[src/itr_defines.svh]
// Offsets, field positions, reset values and timing counts of the
// intelligent terminal register set.
// Assumes inclusion by bare name; definitions only.
`ifndef ITR_DEFINES_SVH
`define ITR_DEFINES_SVH

// ********************************************************************
// Register set geometry (word index within one channel's set)
// ********************************************************************
`define ITR_IDX_W 6
`define ITR_WORDS 64
`define ITR_PV_LAST 6'h05
`define ITR_DIAG 6'h06
`define ITR_CMD 6'h07
`define ITR_KIND 6'h08
`define ITR_FWVER 6'h09
`define ITR_SRLEN 6'h0A
`define ITR_SIGCH 6'h0B
`define ITR_MINLEN 6'h0C
`define ITR_DTYPE 6'h0D
`define ITR_SPARE 6'h0E
`define ITR_ALIGN 6'h0F
`define ITR_MFR_FIRST 6'h10
`define ITR_USR_FIRST 6'h20
`define ITR_EXT_FIRST 6'h30

// ********************************************************************
// Block-level registers, reached with the global select bit set
// ********************************************************************
`define ITR_G_STATUS 6'h00
`define ITR_G_ENABLE 6'h01
`define ITR_G_CLEAR 6'h02

// ********************************************************************
// Fields, reset values and timing
// ********************************************************************
`define ITR_DIAG_PARITY 0
`define ITR_RESULT_BAD 8'hFF
`define ITR_FUNC_CYCLES 4
`define ITR_KIND_DEF 16'h0A5C
`define ITR_FWVER_DEF 16'h3130
`define ITR_SRLEN_DEF 16'h0000
`define ITR_SIGCH_DEF 16'h0001
`define ITR_MINLEN_DEF 16'h0000

`endif

[src/itr_pkg.sv]
// Types shared by the intelligent terminal register set.
// Assumes nothing of its surroundings.
package itr_pkg;

    // ****************************************************************
    // Encodings
    // ****************************************************************
    typedef enum logic [7:0] {
        ITR_DT_NONE = 8'h00,
        ITR_DT_BYTES = 8'h01,
        ITR_DT_BYTE_N = 8'h02
    } itr_dtype_t;

    typedef enum logic [7:0] {
        ITR_FN_NOP = 8'h00,
        ITR_FN_ECHO = 8'h01,
        ITR_FN_CLR_DIAG = 8'h02
    } itr_fn_t;

    typedef enum logic [1:0] {
        ITR_F_IDLE,
        ITR_F_RUN
    } itr_fstate_t;

    // ****************************************************************
    // One channel's writable and volatile words
    // ****************************************************************
    typedef struct packed {
        logic [5:0][15:0] pv;
        logic [15:0] align;
        logic [15:0] diag;
        logic [7:0] cmd_param;
        logic [7:0] cmd_fnum;
        logic [7:0] cmd_result;
        logic cmd_done;
    } itr_chan_t;

endpackage : itr_pkg

[src/itr_func.sv]
// Function executor of one channel's command register.
// Assumes a start pulse only while o_busy is low.
`timescale 1ns/1ps
`include "itr_defines.svh"

module itr_func #(
    parameter int unsigned CYCLES = `ITR_FUNC_CYCLES
) (
    input wire logic i_core_clk,
    input wire logic i_nrst,
    input wire logic i_start,
    input wire logic [7:0] i_fnum,
    input wire logic [7:0] i_param,
    output logic o_busy,
    output logic o_done,
    output logic [7:0] o_result,
    output logic o_clr_diag
);

    typedef struct packed {
        itr_pkg::itr_fstate_t st;
        logic busy;
        logic [7:0] cnt;
        logic [7:0] fnum;
        logic [7:0] param;
        logic [7:0] result;
        logic done;
        logic clr;
    } itr_fstate_reg_t;

    itr_fstate_reg_t q;
    itr_fstate_reg_t d;

    always_comb begin
        d = q;
        d.done = 1'b0;
        d.clr = 1'b0;
        case (q.st)
            itr_pkg::ITR_F_IDLE: begin
                if (i_start) begin
                    d.st = itr_pkg::ITR_F_RUN;
                    d.busy = 1'b1;
                    d.cnt = 8'(CYCLES - 1);
                    d.fnum = i_fnum;
                    d.param = i_param;
                end
            end
            itr_pkg::ITR_F_RUN: begin
                if (q.cnt == 8'h00) begin
                    d.st = itr_pkg::ITR_F_IDLE;
                    d.busy = 1'b0;
                    d.done = 1'b1;
                    case (q.fnum)
                        itr_pkg::ITR_FN_NOP: d.result = 8'h00;
                        itr_pkg::ITR_FN_ECHO: d.result = q.param;
                        itr_pkg::ITR_FN_CLR_DIAG: begin
                            d.result = 8'h00;
                            d.clr = 1'b1;
                        end
                        default: d.result = `ITR_RESULT_BAD;
                    endcase
                end else begin
                    d.cnt = q.cnt - 8'h01;
                end
            end
            default: begin
                d.st = itr_pkg::ITR_F_IDLE;
                d.busy = 1'b0;
            end
        endcase
    end

    always_ff @(posedge i_core_clk or negedge i_nrst) begin
        if (!i_nrst) begin
            q <= '0;
        end else begin
            q <= d;
        end
    end

    assign o_busy = q.busy;
    assign o_done = q.done;
    assign o_result = q.result;
    assign o_clr_diag = q.clr;

endmodule : itr_func

[src/itr_regs.sv]
// Register sets of an intelligent serial terminal, one per channel,
// behind an Avalon-MM slave with waitrequest.
// Assumes a byte-addressed master that holds its request until it
// samples waitrequest low, and parity error pulses from the serial side.
//
// Local design decision: register access over Avalon-MM.
`timescale 1ns/1ps
`include "itr_defines.svh"

module itr_regs #(
    parameter int unsigned NCH = 1,
    parameter int unsigned CHW = (NCH > 1) ? $clog2(NCH) : 1,
    parameter logic [15:0] TERM_KIND = `ITR_KIND_DEF,
    parameter logic [15:0] FW_VERSION = `ITR_FWVER_DEF,
    parameter logic [15:0] SR_LEN = `ITR_SRLEN_DEF,
    parameter logic [15:0] SIG_CH = `ITR_SIGCH_DEF,
    parameter logic [15:0] MIN_LEN = `ITR_MINLEN_DEF,
    parameter itr_pkg::itr_dtype_t DATA_TYPE = itr_pkg::ITR_DT_BYTE_N,
    parameter int unsigned FUNC_CYCLES = `ITR_FUNC_CYCLES
) (
    input wire logic i_core_clk,
    input wire logic i_nrst,
    input wire logic [CHW+8:0] i_avs_address,
    input wire logic i_avs_read,
    input wire logic i_avs_write,
    input wire logic [31:0] i_avs_writedata,
    input wire logic [3:0] i_avs_byteenable,
    output logic [31:0] o_avs_readdata,
    output logic o_avs_waitrequest,
    input wire logic [NCH-1:0] i_parity_err,
    output logic [NCH-1:0] o_chan_busy,
    output logic o_irq
);

    // ****************************************************************
    // State
    // ****************************************************************
    // Interrupt bits: low half parity events, high half function done.
    localparam int unsigned IW = 2 * NCH;

    typedef struct packed {
        itr_pkg::itr_chan_t [NCH-1:0] ch;
        logic [IW-1:0] irq_sts;
        logic [IW-1:0] irq_en;
        logic irq;
        logic wait_r;
        logic [NCH-1:0] busy;
        logic [31:0] rdata;
    } itr_state_t;

    itr_state_t q;
    itr_state_t d;

    // ****************************************************************
    // Address decode
    // ****************************************************************
    // Byte address: [7:2] word index, then channel, then global select.
    logic [5:0] idx;
    logic [CHW-1:0] chs;
    logic glob;
    logic chan_ok;
    logic req;
    logic rd_done;
    logic wr_done;

    assign idx = i_avs_address[7:2];
    assign chs = i_avs_address[CHW+7:8];
    assign glob = i_avs_address[CHW+8];
    assign chan_ok = ({1'b0, chs} < (CHW + 1)'(NCH));
    assign req = i_avs_read | i_avs_write;
    // A transfer completes at the edge where waitrequest is seen low.
    assign rd_done = i_avs_read & ~q.wait_r;
    assign wr_done = i_avs_write & ~q.wait_r;

    function automatic logic [15:0] merge16(
        input logic [15:0] old,
        input logic [31:0] wd,
        input logic [3:0] be
    );
        logic [15:0] r;
        r = old;
        if (be[0]) begin
            r[7:0] = wd[7:0];
        end
        if (be[1]) begin
            r[15:8] = wd[15:8];
        end
        return r;
    endfunction : merge16

    // ****************************************************************
    // Function executors, one per channel
    // ****************************************************************
    logic [NCH-1:0] f_start;
    logic [NCH-1:0] f_busy;
    logic [NCH-1:0] f_done;
    logic [NCH-1:0] f_clr;
    logic [NCH-1:0][7:0] f_res;
    logic [NCH-1:0][7:0] f_param;

    always_comb begin
        f_start = '0;
        f_param = '0;
        for (int c = 0; c < NCH; c++) begin
            // A new parameter written together with the number is used.
            f_param[c] = i_avs_byteenable[0] ? i_avs_writedata[7:0]
                                             : q.ch[c].cmd_param;
            if (wr_done && !glob && chan_ok && chs == CHW'(c) &&
                idx == `ITR_CMD && i_avs_byteenable[1] && !f_busy[c]) begin
                f_start[c] = 1'b1;
            end
        end
    end

    for (genvar g = 0; g < NCH; g++) begin : g_func
        itr_func #(
            .CYCLES(FUNC_CYCLES)
        ) u_func (
            .i_core_clk(i_core_clk),
            .i_nrst(i_nrst),
            .i_start(f_start[g]),
            .i_fnum(i_avs_writedata[15:8]),
            .i_param(f_param[g]),
            .o_busy(f_busy[g]),
            .o_done(f_done[g]),
            .o_result(f_res[g]),
            .o_clr_diag(f_clr[g])
        );
    end

    // ****************************************************************
    // Read multiplexer
    // ****************************************************************
    logic [15:0] rd_chan;
    logic [31:0] rd_word;

    always_comb begin
        rd_chan = 16'h0000;
        rd_word = 32'h0000_0000;
        if (glob) begin
            case (idx)
                `ITR_G_STATUS: rd_word = 32'(q.irq_sts);
                `ITR_G_ENABLE: rd_word = 32'(q.irq_en);
                default: rd_word = 32'h0000_0000;
            endcase
        end else if (chan_ok) begin
            for (int c = 0; c < NCH; c++) begin
                if (chs == CHW'(c)) begin
                    if (idx <= `ITR_PV_LAST) begin
                        rd_chan = q.ch[c].pv[idx[2:0]];
                    end else begin
                        case (idx)
                            `ITR_DIAG: rd_chan = q.ch[c].diag;
                            `ITR_CMD: begin
                                // Number reads back only once finished.
                                rd_chan = {q.ch[c].cmd_done ? q.ch[c].cmd_fnum
                                                            : 8'h00,
                                           q.ch[c].cmd_result};
                            end
                            `ITR_KIND: rd_chan = TERM_KIND;
                            `ITR_FWVER: rd_chan = FW_VERSION;
                            `ITR_SRLEN: rd_chan = SR_LEN;
                            `ITR_SIGCH: rd_chan = SIG_CH;
                            `ITR_MINLEN: rd_chan = MIN_LEN;
                            `ITR_DTYPE: rd_chan = {8'h00, DATA_TYPE};
                            `ITR_ALIGN: rd_chan = q.ch[c].align;
                            // Spare, manufacturer, user and extended words
                            // carry no content in this build.
                            default: rd_chan = 16'h0000;
                        endcase
                    end
                end
            end
            rd_word = {16'h0000, rd_chan};
        end
    end

    // ****************************************************************
    // Next state
    // ****************************************************************
    logic [IW-1:0] irq_clr;
    logic [IW-1:0] irq_set;

    always_comb begin
        d = q;
        irq_clr = '0;
        irq_set = '0;

        // Answer one cycle after the request appears, then raise waitrequest again.
        d.wait_r = 1'b1;
        if (req && q.wait_r) begin
            d.wait_r = 1'b0;
        end
        if (i_avs_read && q.wait_r) begin
            d.rdata = rd_word;
        end

        // Software writes; read-only words simply ignore them.
        if (wr_done && glob) begin
            case (idx)
                `ITR_G_ENABLE: d.irq_en = merge_en(q.irq_en);
                `ITR_G_CLEAR: irq_clr = i_avs_writedata[IW-1:0];
                default: ;
            endcase
        end else if (wr_done && chan_ok) begin
            for (int c = 0; c < NCH; c++) begin
                if (chs == CHW'(c)) begin
                    if (idx <= `ITR_PV_LAST) begin
                        d.ch[c].pv[idx[2:0]] = merge16(q.ch[c].pv[idx[2:0]],
                                                       i_avs_writedata,
                                                       i_avs_byteenable);
                    end else if (idx == `ITR_ALIGN) begin
                        d.ch[c].align = merge16(q.ch[c].align, i_avs_writedata,
                                                i_avs_byteenable);
                    end else if (idx == `ITR_CMD && !f_busy[c]) begin
                        if (i_avs_byteenable[0]) begin
                            d.ch[c].cmd_param = i_avs_writedata[7:0];
                        end
                        if (i_avs_byteenable[1]) begin
                            d.ch[c].cmd_fnum = i_avs_writedata[15:8];
                            d.ch[c].cmd_done = 1'b0;
                        end
                    end
                    // Type words 8..15 other than alignment drop writes.
                end
            end
        end

        // Hardware events come last so that they win over any clear.
        for (int c = 0; c < NCH; c++) begin
            if (f_clr[c]) begin
                d.ch[c].diag[`ITR_DIAG_PARITY] = 1'b0;
            end
            if (i_parity_err[c]) begin
                d.ch[c].diag[`ITR_DIAG_PARITY] = 1'b1;
                irq_set[c] = 1'b1;
            end
            if (f_done[c]) begin
                d.ch[c].cmd_result = f_res[c];
                d.ch[c].cmd_done = 1'b1;
                irq_set[NCH + c] = 1'b1;
            end
        end

        d.busy = f_busy | f_start;
        d.irq_sts = (q.irq_sts & ~irq_clr) | irq_set;
        d.irq = |(d.irq_sts & d.irq_en);
    end

    function automatic logic [IW-1:0] merge_en(
        input logic [IW-1:0] old
    );
        logic [31:0] r;
        r = 32'(old);
        for (int b = 0; b < 4; b++) begin
            if (i_avs_byteenable[b]) begin
                r[8*b +: 8] = i_avs_writedata[8*b +: 8];
            end
        end
        return r[IW-1:0];
    endfunction : merge_en

    // ****************************************************************
    // Registers
    // ****************************************************************
    always_ff @(posedge i_core_clk or negedge i_nrst) begin
        if (!i_nrst) begin
            q <= '0;
            q.wait_r <= 1'b1;
        end else begin
            q <= d;
        end
    end

    assign o_avs_readdata = q.rdata;
    assign o_avs_waitrequest = q.wait_r;
    assign o_chan_busy = q.busy;
    assign o_irq = q.irq;

endmodule : itr_regs

[config.mk]
export PLATFORM = sky130hd
export DESIGN_NAME = itr_regs
export DESIGN_NICKNAME = d
export VERILOG_FILES = /design/src/itr_pkg.sv /design/src/itr_func.sv /design/src/itr_regs.sv
export VERILOG_INCLUDE_DIRS = /design/src
export SDC_FILE = /design/constraint.sdc
export NUM_CORES = 1
export LEC_CHECK = 0
export BUFFER_PORTS_ARGS = -buffer_cell sky130_fd_sc_hd__buf_2
export CORE_ASPECT_RATIO = 0.75
export CORE_MARGIN = 2
export CORE_UTILIZATION = 45
export CTS_BUF_LIST = sky130_fd_sc_hd__clkbuf_4 sky130_fd_sc_hd__clkbuf_8
export CTS_CLUSTER_SIZE = 30
export DETAILED_ROUTE_END_ITERATION = 10
export GPL_TIMING_DRIVEN = 0
export PLACE_DENSITY = 0.71
export SKIP_CTS_REPAIR_TIMING = 1
export SLEW_MARGIN = 20
export SYNTH_ARGS = -nofsm -noshare
export SYNTH_HDL_FRONTEND = slang
export SYNTH_SLANG_ARGS = --single-unit
[constraint.sdc]
create_clock -name i_core_clk -period 4.1 [get_ports i_core_clk]
set_input_delay 0.82 -clock i_core_clk [delete_from_list [all_inputs] [get_ports i_core_clk]]
set_output_delay 0.82 -clock i_core_clk [all_outputs]
set_load 0.05 [all_outputs]
**After elaboration in Yosys (flattened, before gate mapping)**

Index checks and enable logic that the tools add are counted.

- Bits in latches: 0
- Memories: 0
- Output and inout port bits: 35
- Flip-flop bits (word level): 214
- Memory bits (writable): 0
- ROM bits: 0
- Word-level logic and storage cells: 149
- Bits of input ports: 51

- Bitwise gates (word level): 12
- Eq/ne operators: 19
- Shift operators: 0
- Reduce and logical (&&, ||, !) cells: 35
- Add/subtract/negate cells: 1
- Magnitude comparators: 4
- Div/mod/pow operators: 0
- Multiplexer cells: 51
- $mul: 0

Operator list:

| operator | count |
|---|---|
| one-hot mux 16 bit (7 select lines) | 1 |
| two-way mux 8 bit | 13 |
| bitwise mux 96 bit | 1 |
| two-way mux 16 bit | 5 |
| binary-select mux 16 bit (select 3 bit) | 1 |
| demux 16 bit (select 3 bit) | 1 |
| two-way mux 32 bit | 1 |
| one-hot mux 8 bit (2 select lines) | 2 |
| equality test 6 x 4 -> 1 bit (second input constant) | 5 |
| two-way mux 27 bit | 1 |
| AND reduction 6 bit | 3 |
| logical NOT 8 bit | 2 |
| two-way mux 1 bit | 15 |
| two-way mux 2 bit | 7 |
| AND reduction 7 bit | 2 |
| equality test 6 x 3 -> 1 bit (second input constant) | 2 |
| logical AND 1 bit | 12 |
| != test 2 x 1 -> 1 bit (second input constant) | 5 |
| nonzero test 2 bit | 5 |
| equality test 8 x 1 -> 1 bit (second input constant) | 1 |
| equality test 8 x 2 -> 1 bit (second input constant) | 1 |
| subtractor 8 x 1 -> 8 bit (second input constant) | 1 |
| equality test 6 x 1 -> 1 bit (second input constant) | 1 |
| equality test 6 x 2 -> 1 bit (second input constant) | 1 |
| 22 further kinds | 33 |

**Depth between registers and ports, before layout**

Gate-level depths: netlist of the first run.

- Depth after elaboration: 11
- Depth in mapped cells: 7
- Mapped depth without buffers: 6

**Hierarchy**

From an unflattened synthesis of the first run, not the netlist that was laid out.

- Cell total of the unflattened synthesis: 908
- Area, all modules: 9,509.1 sq um

By module, submodules not included:

| module | area an instance (sq um) | sequential area each (sq um) | cells an instance | times used |
|---|---|---|---|---|
| itr_regs | 7,882.6 | 4,030.1 | 737 | 1 |
| itr_func | 1,626.6 | 875.8 | 171 | 1 |

**Worst setup path after synthesis of the first run**

Ideal clock, no wire load.

- Path type: input port to flip-flop
- From: input i_avs_address[3]
- To: register q[151] in the netlist's numbering
- Stages on the path: 7
- Path buffers: 3
- Arrival: 2.120 ns
- Library setup time: 0.143 ns
- Path slack: 1.837 ns
- Required time: 3.957 ns
- Cells stage by stage: buf_2 -> a2111oi_2 -> buf_2 -> nand4_1 -> buf_2 -> nand2_1 -> o21ai_0

- Cells in the longest elaborated chain, start to end: 8
- Elaborated cells on any way between the ends: 15
- Those cells by class: order compare (3); mux (10); reduce/logical (2)

RTL lines:

| what | RTL line | source |
|---|---|---|
| start, declared | itr_regs.sv:23 | `input wire logic [CHW+8:0] i_avs_address,` |
| binary-select mux 16 bit (select 3 bit) | itr_regs.sv:209 | `d.ch[c].pv[idx[2:0]] = merge16(q.ch[c].pv[idx[2:0]],` |
| two-way mux 16 bit (not written as such) | itr_regs.sv:209 |  |
| two-way mux 8 bit | itr_regs.sv:82 | `if (be[0]) begin` |
| two-way mux 8 bit | itr_regs.sv:208 | `` if (idx <= `ITR_PV_LAST) begin `` |
| two-way mux 8 bit | itr_regs.sv:207 | `if (chs == CHW'(c)) begin` |
| two-way mux 8 bit | itr_regs.sv:205 | `end else if (wr_done && chan_ok) begin` |
| two-way mux 8 bit | itr_regs.sv:199 | `if (wr_done && glob) begin` |
| bitwise mux 96 bit | itr_regs.sv:209 |  |
| end, declared | itr_regs.sv:51 | `itr_state_t q;` |

Parallel ways exist; a longest one is shown, timed or not. The select of a mux whose other input is x is not followed.
A chain may end at the register's enable or synchronous reset.

**Worst setup path in the final report of the first run**

- From: input i_avs_address[4]
- To: register q[173] in the netlist's numbering

- Cells in the longest elaborated chain, start to end: 8
- Elaborated cells on any way between the ends: 15
- Those cells by class: order compare (3); mux (10); reduce/logical (2)

RTL lines:

| what | RTL line | source |
|---|---|---|
| binary-select mux 16 bit (select 3 bit) | itr_regs.sv:209 |  |
| two-way mux 16 bit (not written as such) | itr_regs.sv:209 |  |
| two-way mux 8 bit | itr_regs.sv:85 | `if (be[1]) begin` |
| two-way mux 8 bit | itr_regs.sv:208 |  |
| two-way mux 8 bit | itr_regs.sv:207 |  |
| two-way mux 8 bit | itr_regs.sv:205 |  |
| two-way mux 8 bit | itr_regs.sv:199 |  |
| bitwise mux 96 bit | itr_regs.sv:209 |  |

Parallel ways exist; a longest one is shown, timed or not. The select of a mux whose other input is x is not followed.

==> impl_metrics.json, run 1 <==
{
  "clkSinkCount": 196,
  "core_um2": 20330,
  "min_period_over_period": 0.6237,
  "cp-startpoint": "i_avs_address[4]",
  "hold_violations": 0,
  "dominantRegCellSynth": "dfrtp_1",
  "cts_htree_levels": 4,
  "drt_iter0_markers": 887,
  "nNetsFinal": 991,
  "cp-end-kind": "flip-flop",
  "syn_area_um2": 9348,
  "synth_top_family_by_area": "compound AO/OA/AOI/OAI gates",
  "synth_edf_count": 0,
  "dr.pass1.iters": 6,
  "drc": 0,
  "ant_nets": 0,
  "placed_area_um2": 10060,
  "dp_hpwl_um": 18300,
  "routed_wl_um": 25070,
  "routedWlPerCell_um": 20.32,
  "ff2ff_path_depth": 6,
  "fin_area_um2": 10510,
  "critical_path_depth": 7,
  "cp_top_family": "buffers and inverters",
  "outcome": "finished clean",
  "die_w_um": 170.4,
  "seq_area_frac_synth": 0.5248,
  "clk_pin_slew_ns": 0.10,
  "yosys.area_share.simple": 0.1165,
  "rsz0062_at_grt": "false",
  "hold-worst-slack_ns": 0.2764,
  "synthArstFlopShare": 1.000,
  "leakage_nw": 4.944,
  "rows": 45,
  "power.density_nw_per_um2": 359.5,
  "clock.fmax_ghz": 0.3911,
  "synth-xor-area-share": 0.003748,
  "grt-ovfl-total": 0,
  "layout_setup_ws_ns": 1.543,
  "report.final.setup_viol": 0,
  "critPathMaxStageDelay_ns": 0.53,
  "gp_congestion": 0.8819,
  "timing.critical_path.mode_cell": "buf_2",
  "viasPerCell": 5.903,
  "drive_above_1_share": 0.2216,
  "critPathRequiredTime_ns": 4.44,
  "clock_latency_ns": 0.50,
  "layout_common_cells": "195 x dfrtp_1, 106 x nand2_1, 105 x o21ai_0, 63 x buf_2, 50 x mux2i_1",
  "fp.dieH_um": 128.8,
  "yosys.area.top_type": "dfrtp_1",
  "grt_max_degree": 72,
  "cts_tree": "yes",
  "cp_cell_sequence": "buf_2 -> buf_2 -> buf_1 -> nand4_1 -> clkbuf_1 -> nand2_1 -> o21ai_0",
  "cp-start-kind": "input port",
  "grt_util_all_layers": 0.2414,
  "hold_class": "in -> async",
  "cp_num_buf_inv": 4,
  "crit_slowest_cell": "nand4_1",
  "ir_drop_uv": 216.3,
  "antenna_found_initial": 0,
  "skew_ns": 0.01493,
  "r2r_start": "o_avs_waitrequest",
  "critPathKind": "in -> reg",
  "synthTopCellsByArea": "dfrtp_1 52%, mux2_2 5.8%, o21ai_0 5.6%",
  "drv_cap": 0,
  "synth_cells": 856,
  "numPlacedInstances": 1202,
  "synth_top_area_frac": 0.5220,
  "yosys.area_share.adder": 0.001339,
  "grt_pass1_wl_um": 39830,
  "grt_pass1_vias": 6955,
  "synthMuxAreaShare": 0.1339,
  "tightestPinTransition_ns": 0.9493,
  "slew_viol_final": 0,
  "layout_commonest_cell": "dfrtp_1",
  "portBuffers": 47,
  "preCtsSetupSlack_ns": 1.126,
  "fin_crit_ns": 2.557,
  "area_delta_synth_final_pct": 12.45,
  "finalNonFillerCells": 1234,
  "cts_max_path_buffers": 2,
  "slew_headroom": 0.3585,
  "synth_cell_types": 71,
  "vias": 7284,
  "die_area_um2": 21950,
  "cts_buffers": 17,
  "start_util": 0.4599,
  "ys_ff_latch": 196,
  "critPathMaxFanout": 10,
  "root_buffer": "clkbuf_8",
  "cp.arrival_ns": 2.90,
  "synth_area_per_cell_um2": 10.92,
  "synth-warning-count": 0,
  "synth-compound-area-share": 0.1656,
  "ios": 86,
  "diodes": 0
}
[area by class of cell]
class / count / area [um^2]
Buffer: 82 / 469.2
Clock buffer: 17 / 234.0
Clock inverter: 15 / 215.2
Fill cell: 1813 / 9814
Inverter: 9 / 33.78
Multi-Input combinational cell: 584 / 4000
Sequential cell: 196 / 4906
Tap cell: 282 / 352.8
Timing Repair Buffer: 49 / 300.3
[synthesized netlist by cell type (all sizes together) (11+ instances only)]
cell type / instances
dfrtp: 195
o21ai: 107
nand2: 106
mux2: 59
buf: 53
mux2i: 50
o31ai: 41
clkbuf: 29
nor2: 28
a21oi: 20
nand4: 16
a21o: 15
nand2b: 13
o2bb2ai: 12
a221oi: 11
[metal layers]
metal	vias up	part of all wire	global-route usage
li1	3245	-	-
met1	3656	0.48	0.3752
met2	347	0.41	0.3326
met3	36	0.098	0.06306
met4	0	0.016	0.06083
met5	-	0	0
[path summary, 6_finish.rpt]
| check | to | slack [ns] |
|---|---|---|
| hold reg to reg | q[39] | 0.48 |
| min in group i_core_clk | q[39] | 0.48 |
| max in group asynchronous | g_func[0].u_func.o_clr_diag | 2.78 |
| hold / removal | g_func[0].u_func.q[31] | 0.28 |
| setup reg to reg | q[173] | 1.63 |
| setup / recovery | q[173] | 1.54 |
[registers in the layout, indices dropped and copies added, names as in the netlist]
signal / flops
o_avs_readdata: 16
g_func.u_func.o_clr_diag: 1
g_func.u_func.o_result: 8
o_irq: 1
o_chan_busy: 1
g_func.u_func.o_done: 1
q: 142
o_avs_waitrequest: 1
g_func.u_func.q: 25
[logic make-up (layout without fill, tap and decap cells)]
family                   Yosys count  count (layout)
AO/OA/AOI/OAI                    242             242
XOR/XNOR                           4               4
adder cells (fa/ha/maj)            1               1
buffers and inverters             91             172
flip-flops                       196             196
multiplexers                     111             111
other                              1              16
AND/OR/NAND/NOR                  210             210
[power by group]
part	internal [mW]	total [mW]	switching (mW)
combinational	0.106	0.367	0.261
clock	0.680	1.43	0.750
sequential	1.96	1.98	0.0199
total	2.75	3.78	1.03
[worst register-to-register path: stages (launching register included)]
cell and delay, ns:
dfstp_2 0.42, nor4b_4 0.45, buf_2 0.34, nand4_1 0.44
clkbuf_1 0.43, nand2_1 0.15, o21ai_0 0.09
[per-stage QoR]
step | total power [mW] | setup TNS, ns | util
floorplan | 2.236 | 0 | -
global placement | 2.371 | -210.36 | 0.4916
detailed placement | 2.382 | 0 | 0.4950
CTS | 3.785 | 0 | 0.5171
global route | 3.910 | 0 | 0.5171
finish | 3.779 | 0 | 0.5171
No activity file was read; power rests on OpenSTA's default activity.
==> inputs of run 2 (changes only) <==
--- a/config.mk
+++ b/config.mk
@@ -14,7 +14,7 @@
 export CTS_CLUSTER_SIZE = 30
 export DETAILED_ROUTE_END_ITERATION = 10
 export GPL_TIMING_DRIVEN = 0
-export PLACE_DENSITY = 0.71
+export PLACE_DENSITY = 0.74
 export SKIP_CTS_REPAIR_TIMING = 1
 export SLEW_MARGIN = 20
 export SYNTH_ARGS = -nofsm -noshare
==> constraint.sdc (replaced) <==
create_clock -name i_core_clk -period 2.11 [get_ports i_core_clk]
set_input_delay 0.422 -clock i_core_clk [delete_from_list [all_inputs] [get_ports i_core_clk]]
set_output_delay 0.422 -clock i_core_clk [all_outputs]
set_load 0.05 [all_outputs]
==> run 2 against run 1 <==
Total power grew 91%. Global-route usage shrank 0.11 points. Combinational power increased by 98%. Die area is the same. Worst hold slack lost 0.15 ns. Clock skew is 0.0014 ns lower. Critical path depth is 1 lower. Via count rose by 1.0%. Sequential share of layout area down 0.80 points. Final cell count rose by 1.1%. Clock power is 86% higher. Non-clock buffer count is 14 higher. Largest power group unchanged.
==> impl_metrics.json, run 2 (synthesized netlist as in run 1, its figures left out) <==
{
  "outcome": "finished clean",
  "routedWlPerCell_um": 20.43,
  "report.final.setup_viol": 0,
  "ff2ff_path_depth": 6,
  "r2r_setup_slack_ns": 0.05,
  "dp_hpwl_um": 18280,
  "top_register": "q",
  "critPathCapture": "q[97]",
  "r2r_start": "o_avs_waitrequest",
  "ant_nets": 0,
  "tns_ns": 0,
  "drv_cap": 0,
  "cts_buffers": 17,
  "gp_congestion": 0.9025,
  "min_period_over_period": 0.9764,
  "r2r_end": "q[97]",
  "routed_wl_um": 25500,
  "fillerInstances": 1806,
  "diodes": 0,
  "slew_viol_final": 0,
  "start_util": 0.4599,
  "leakage_nw": 5.047,
  "ir_drop_uv": 366.3,
  "ios": 86,
  "grt_util_all_layers": 0.2403,
  "clock_latency_ns": 0.47,
  "power_mw": 7.236,
  "preCtsSetupSlack_ns": -0.4706,
  "clkSinkCount": 196,
  "clk_pin_slew_ns": 0.10,
  "fin_crit_ns": 2.060,
  "layout_commonest_cell": "dfrtp_1",
  "vias": 7358,
  "cp_num_buf_inv": 3,
  "antenna_found_initial": 0,
  "placed_area_um2": 10060,
  "layout_common_cells": "195 x dfrtp_1, 106 x nand2_1, 105 x o21ai_0, 65 x buf_2, 49 x mux2i_1",
  "cts_max_path_buffers": 2,
  "root_buffer": "clkbuf_8",
  "layout_setup_ws_ns": 0.04982,
  "cp-end-kind": "flip-flop",
  "cp.arrival_ns": 2.44,
  "rows": 45,
  "cp-start-kind": "flip-flop",
  "core_um2": 20330,
  "crit_slowest_cell": "dfstp_2",
  "fp.dieH_um": 128.8,
  "skew_ns": 0.01356,
  "final_core_util": 0.5262,
  "critPathRequiredTime_ns": 2.49,
  "nNetsFinal": 1005,
  "area_delta_synth_final_pct": 14.42,
  "largest_reg_flops": 142,
  "multi_input_area_um2": 4074,
  "grt-ovfl-total": 0,
  "slew_headroom": 0.3944,
  "cp-startpoint": "o_avs_waitrequest",
  "die_w_um": 170.4,
  "tightestPinTransition_ns": 0.9084,
  "critPathMaxFanout": 10,
  "fin_area_um2": 10700,
  "cp_top_family": "buffers and inverters",
  "regArea_um2": 4906,
  "grt_pass1_vias": 7191,
  "numPlacedInstances": 1202,
  "power.density_nw_per_um2": 676.5,
  "critical_path_depth": 6,
  "grt_max_degree": 86,
  "cts_tree": "yes",
  "clock.fmax_ghz": 0.4854,
  "cp_cell_sequence": "nor4b_4 -> buf_4 -> clkbuf_4 -> nand4_1 -> clkbuf_2 -> o31ai_1",
  "grt_pass1_wl_um": 40000,
  "hold-worst-slack_ns": 0.1303,
  "critPathMaxStageDelay_ns": 0.42,
  "viasPerCell": 5.896,
  "drc": 0,
  "hold_class": "in -> reg",
  "portBuffers": 47,
  "cts_htree_levels": 4,
  "drt_iter0_markers": 724,
  "hold_violations": 0,
  "drive_above_1_share": 0.2547,
  "critPathKind": "reg -> reg",
  "die_area_um2": 21950,
  "dr.pass1.iters": 7,
  "finalNonFillerCells": 1248
}
-- run 2: changes by cell type in the layout (fill, tap and decap cells not counted), moves of 2 or more --
cell	before	now
buf_4	33	46
clkbuf_1	28	18
o31ai_1	41	34
o31ai_2	0	7
clkbuf_2	1	7
inv_6	6	0
clkbuf_4	0	5
clkbuf_8	17	21
clkinv_2	0	3
clkinvlp_4	3	0
buf_2	63	65
-- run 2: how the worst min path moves through the flow --
stage                      startpoint                          end  slack (ns)  cells past startpoint
final                      i_avs_read            o_avs_waitrequest        0.13                      2
after global routing      i_avs_write            o_avs_waitrequest        0.15                      2
after CTS                      i_nrst                        q[51]       -0.13                      1
after detailed placement       i_nrst       g_func[0].u_func.q[18]        0.38                      1
after global placement          q[39]                        q[39]        0.46                      1
after floorplan                i_nrst  g_func[0].u_func.o_clr_diag        0.13                      0
-- run 2: power by group --
| part | leakage (nW) | switching (mW) | internal (mW) |
|---|---|---|---|
| logic | 2.14 | 0.511 | 0.214 |
| clock network | 0.227 | 1.32 | 1.34 |
| registers | 2.68 | 0.0390 | 3.81 |
| total | 5.05 | 1.87 | 5.36 |
-- run 2: worst register-to-register path: stages, from the launching register on --
cell      delay, ns
dfstp_2        0.42
nor4b_4        0.21
buf_4          0.19
clkbuf_4       0.23
nand4_1        0.27
clkbuf_2       0.35
o31ai_1        0.29
-- run 2: area by class of cell --
| cell class | instances | area share |
|---|---|---|
| Buffer | 82 | 0.04551 |
| Clock buffer | 24 | 0.02913 |
| Clock inverter | 8 | 0.01146 |
| Inverter | 9 | 0.003159 |
| Multi-Input combinational cell | 584 | 0.3809 |
| Sequential cell | 196 | 0.4587 |
| Tap cell | 282 | 0.03299 |
| Timing Repair Buffer | 63 | 0.03814 |
-- run 2: per-layer routing --
layer | GRT usage | vias up | part of all wire
li1 | - | 3259 | -
met5 | 0 | - | 0
met2 | 0.3410 | 350 | 0.42
met4 | 0.07743 | 0 | 0.022
met1 | 0.3611 | 3705 | 0.47
met3 | 0.05875 | 44 | 0.087
==> inputs of run 3 (changes only) <==
--- a/config.mk
+++ b/config.mk
@@ -6,6 +6,7 @@
 export SDC_FILE = /design/constraint.sdc
 export NUM_CORES = 1
 export LEC_CHECK = 0
+export ABC_AREA = 1
 export BUFFER_PORTS_ARGS = -buffer_cell sky130_fd_sc_hd__buf_2
 export CORE_ASPECT_RATIO = 0.75
 export CORE_MARGIN = 2
==> run 3 against run 2 <==
Register-to-register slack improved by 0.06 ns. Clock power fell by 7%. Final cell count rose by 28%. Sequential share of layout area fell by 0.22 points. Die area rose by 2.4%. Wire length rose by 1.6%. Sequential cell count did not move. Worst hold slack got worse by 0.034 ns. Global-route usage rose by 0.25 points.
==> impl_metrics.json, run 3 <==
{
  "fin_area_um2": 10750,
  "timing.critical_path.mode_cell": "nand2_1",
  "placed_area_um2": 10300,
  "synth_cells": 1216,
  "skew_ns": 0.01446,
  "min_period_over_period": 0.9469,
  "cp-startpoint": "o_avs_waitrequest",
  "synthArstFlopShare": 1.000,
  "top_register": "q",
  "ys_top_cells_by_count": "473 x nand2_1, 195 x dfrtp_1, 110 x nand3_1, 93 x inv_1, 80 x o21ai_0",
  "cp.arrival_ns": 2.41,
  "fillerInstances": 2059,
  "drv_cap": 0,
  "grt_max_degree": 85,
  "p_switching_mw": 2.085,
  "area_delta_synth_final_pct": 12.19,
  "ir_drop_uv": 358.3,
  "start_util": 0.4560,
  "clock_latency_ns": 0.48,
  "core_um2": 21010,
  "synth_edf_count": 0,
  "grt_use_met1": 0.3687,
  "clock.fmax_ghz": 0.5005,
  "critPathMaxStageDelay_ns": 0.55,
  "nNetsFinal": 1354,
  "ant_nets": 0,
  "cp_top_family": "simple AND/OR/NAND/NOR gates",
  "rsz0062_at_grt": "false",
  "syn_area_um2": 9579,
  "synth_cell_types": 37,
  "routedWlPerCell_um": 16.16,
  "pwr-share-comb": 0.137,
  "yosysMostFrequentCell": "nand2_1",
  "rows": 46,
  "gp_congestion": 0.9176,
  "cts_buffers": 17,
  "critPathRequiredTime_ns": 2.52,
  "slew_viol_final": 0,
  "grt-ovfl-total": 0,
  "clk_pin_slew_ns": 0.09,
  "grt_pass1_wl_um": 41440,
  "power_mw": 7.512,
  "outcome": "finished clean",
  "report.final.setup_viol": 0,
  "dr.pass1.iters": 6,
  "layout_commonest_cell": "nand2_1",
  "final_core_util": 0.5116,
  "hold_violations": 0,
  "cts_tree": "yes",
  "synth_area_per_cell_um2": 7.878,
  "yosys.area.top_type": "dfrtp_1",
  "hold_class": "in -> reg",
  "cp-end-kind": "flip-flop",
  "viasPerCell": 5.250,
  "swShare": 0.2776,
  "synth_top_area_frac": 0.5094,
  "die_w_um": 172.5,
  "p_int_mw": 5.427,
  "drt_iter0_markers": 835,
  "largest_reg_flops": 142,
  "cp-start-kind": "flip-flop",
  "grt_pass1_vias": 7788,
  "cp_cell_sequence": "inv_1 -> nand2_1 -> nor2_4 -> nand2_4 -> nor3_2 -> inv_1 -> clkbuf_1 -> nand2_1 -> nand2_1",
  "drive_above_1_share": 0.1437,
  "crit_slowest_cell": "dfstp_2",
  "cts_max_path_buffers": 2,
  "cts_htree_levels": 4,
  "synthTopCellsByArea": "dfrtp_1 51%, nand2_1 19%, nand3_1 5.7%",
  "vias": 8415,
  "seq_area_frac_synth": 0.5121,
  "grt-busiest-layer": "met1",
  "slew_headroom": 0.3294,
  "root_buffer": "clkbuf_8",
  "die_area_um2": 22480,
  "leakage_nw": 5.734,
  "cp_num_buf_inv": 3,
  "min_from": "i_avs_read",
  "fin_crit_ns": 1.998,
  "dp_hpwl_um": 18690,
  "layout_common_cells": "473 x nand2_1, 195 x dfrtp_1, 110 x nand3_1, 93 x inv_1, 80 x o21ai_0",
  "diodes": 0,
  "grt.met2_usage": 0.3492,
  "routed_wl_um": 25900,
  "seqPwrFrac": 0.533,
  "gr-usage-met3": 0.05156,
  "drc": 0,
  "portBuffers": 47,
  "dominantRegCellSynth": "dfrtp_1",
  "p_clk_frac": 0.330,
  "power.density_nw_per_um2": 699.0,
  "ys_ff_latch": 196,
  "clkSinkCount": 196,
  "synth-warning-count": 0,
  "critPathMaxFanout": 10,
  "r2r_start": "o_avs_waitrequest",
  "tightestPinTransition_ns": 0.9954,
  "antenna_found_initial": 0,
  "grt_util_all_layers": 0.2428,
  "ios": 86,
  "critPathKind": "reg -> reg",
  "fp.dieH_um": 130.4
}
run 3: changes by cell type after synthesis, moves of 40 or more:
cell     previous run  this run
mux2_2             48         0
inv_1               9        93
o31ai_1            41         1
nand2_1           106       473
mux2i_1            50         7
nand3_1             6       110
run 3: worst reg2reg max path, delay by kind of cell (launching register included):
kind	cells	cell delay, ns
buf+inv	3	0.65
flops	1	0.55
simple gates	6	0.73
run 3: worst paths after layout:
check / endpoint / slack (ns) / cells past startpoint
min: o_avs_waitrequest / 0.1 / 2
max: q[187] / 0.11 / 9
max reg2reg: q[187] / 0.11 / 9
max in group asynchronous: q[184] / 0.60 / 4
min in group asynchronous: q[58] / 0.39 / 2
min reg2reg: q[142] / 0.48 / 2
run 3: metal layers:
layer	up-vias	share of wire
met5	-	0
met4	0	0.014
met3	34	0.091
met2	363	0.42
met1	4028	0.47
li1	3990	-
run 3: power groups by stage:
stage                     combinational [mW]  sequential [mW]  clock [mW]
after detailed placement                1.02             4.07           0
final                                   1.03             4.00        2.48
after global placement                 0.986             4.07           0
after global routing                    1.15             4.02        2.66
after CTS                               1.02             4.00        2.51
after floorplan                        0.690             4.07           0
run 3: area by class of cell:
| type | instances | area [um^2] | share of cell area |
|---|---|---|---|
| multi-input cells | 857 | 3887 | 0.3617 |
| flip-flops and latches | 196 | 4906 | 0.4565 |
| well taps | 288 | 360.3 | 0.03353 |
| inverters | 100 | 375.4 | 0.03493 |
| repair buffers | 54 | 340.3 | 0.03167 |
| plain buffers | 76 | 483.0 | 0.04494 |
| clock inverters | 6 | 80.08 | 0.007451 |
| clock buffers | 26 | 314.1 | 0.02922 |
run 3: cell families (layout without fill, tap and decap cells):
| group | after synthesis | in the layout | synth area share |
|---|---|---|---|
| and+or+nand+nor | 697 | 697 | 0.3100 |
| DFF | 196 | 196 | 0.5121 |
| buffers and inverters | 178 | 262 | 0.09012 |
| AOI/OAI and AO/OA | 131 | 131 | 0.07419 |
| muxes | 7 | 7 | 0.007315 |
| xor gates and xnor gates | 5 | 5 | 0.004571 |
| adders and majority gates | 1 | 1 | 0.001306 |
| other | 1 | 16 | 0.0003915 |
run 3: per-stage QoR:
stage	hold WS (ns)	setup slack, ns	TNS (ns)	std cells
2_1_floorplan	0.1264	0.3202	0	1231
3_3_place_gp	0.4540	-2.647	-539.13	1566
3_5_place_dp	0.3145	-0.4017	-30.33	1568
4_1_cts	-0.1935	-0.1199	-2.304	1600
5_1_grt	0.08918	0.0005922	0	1603
6_report	0.09617	0.1121	0	1603
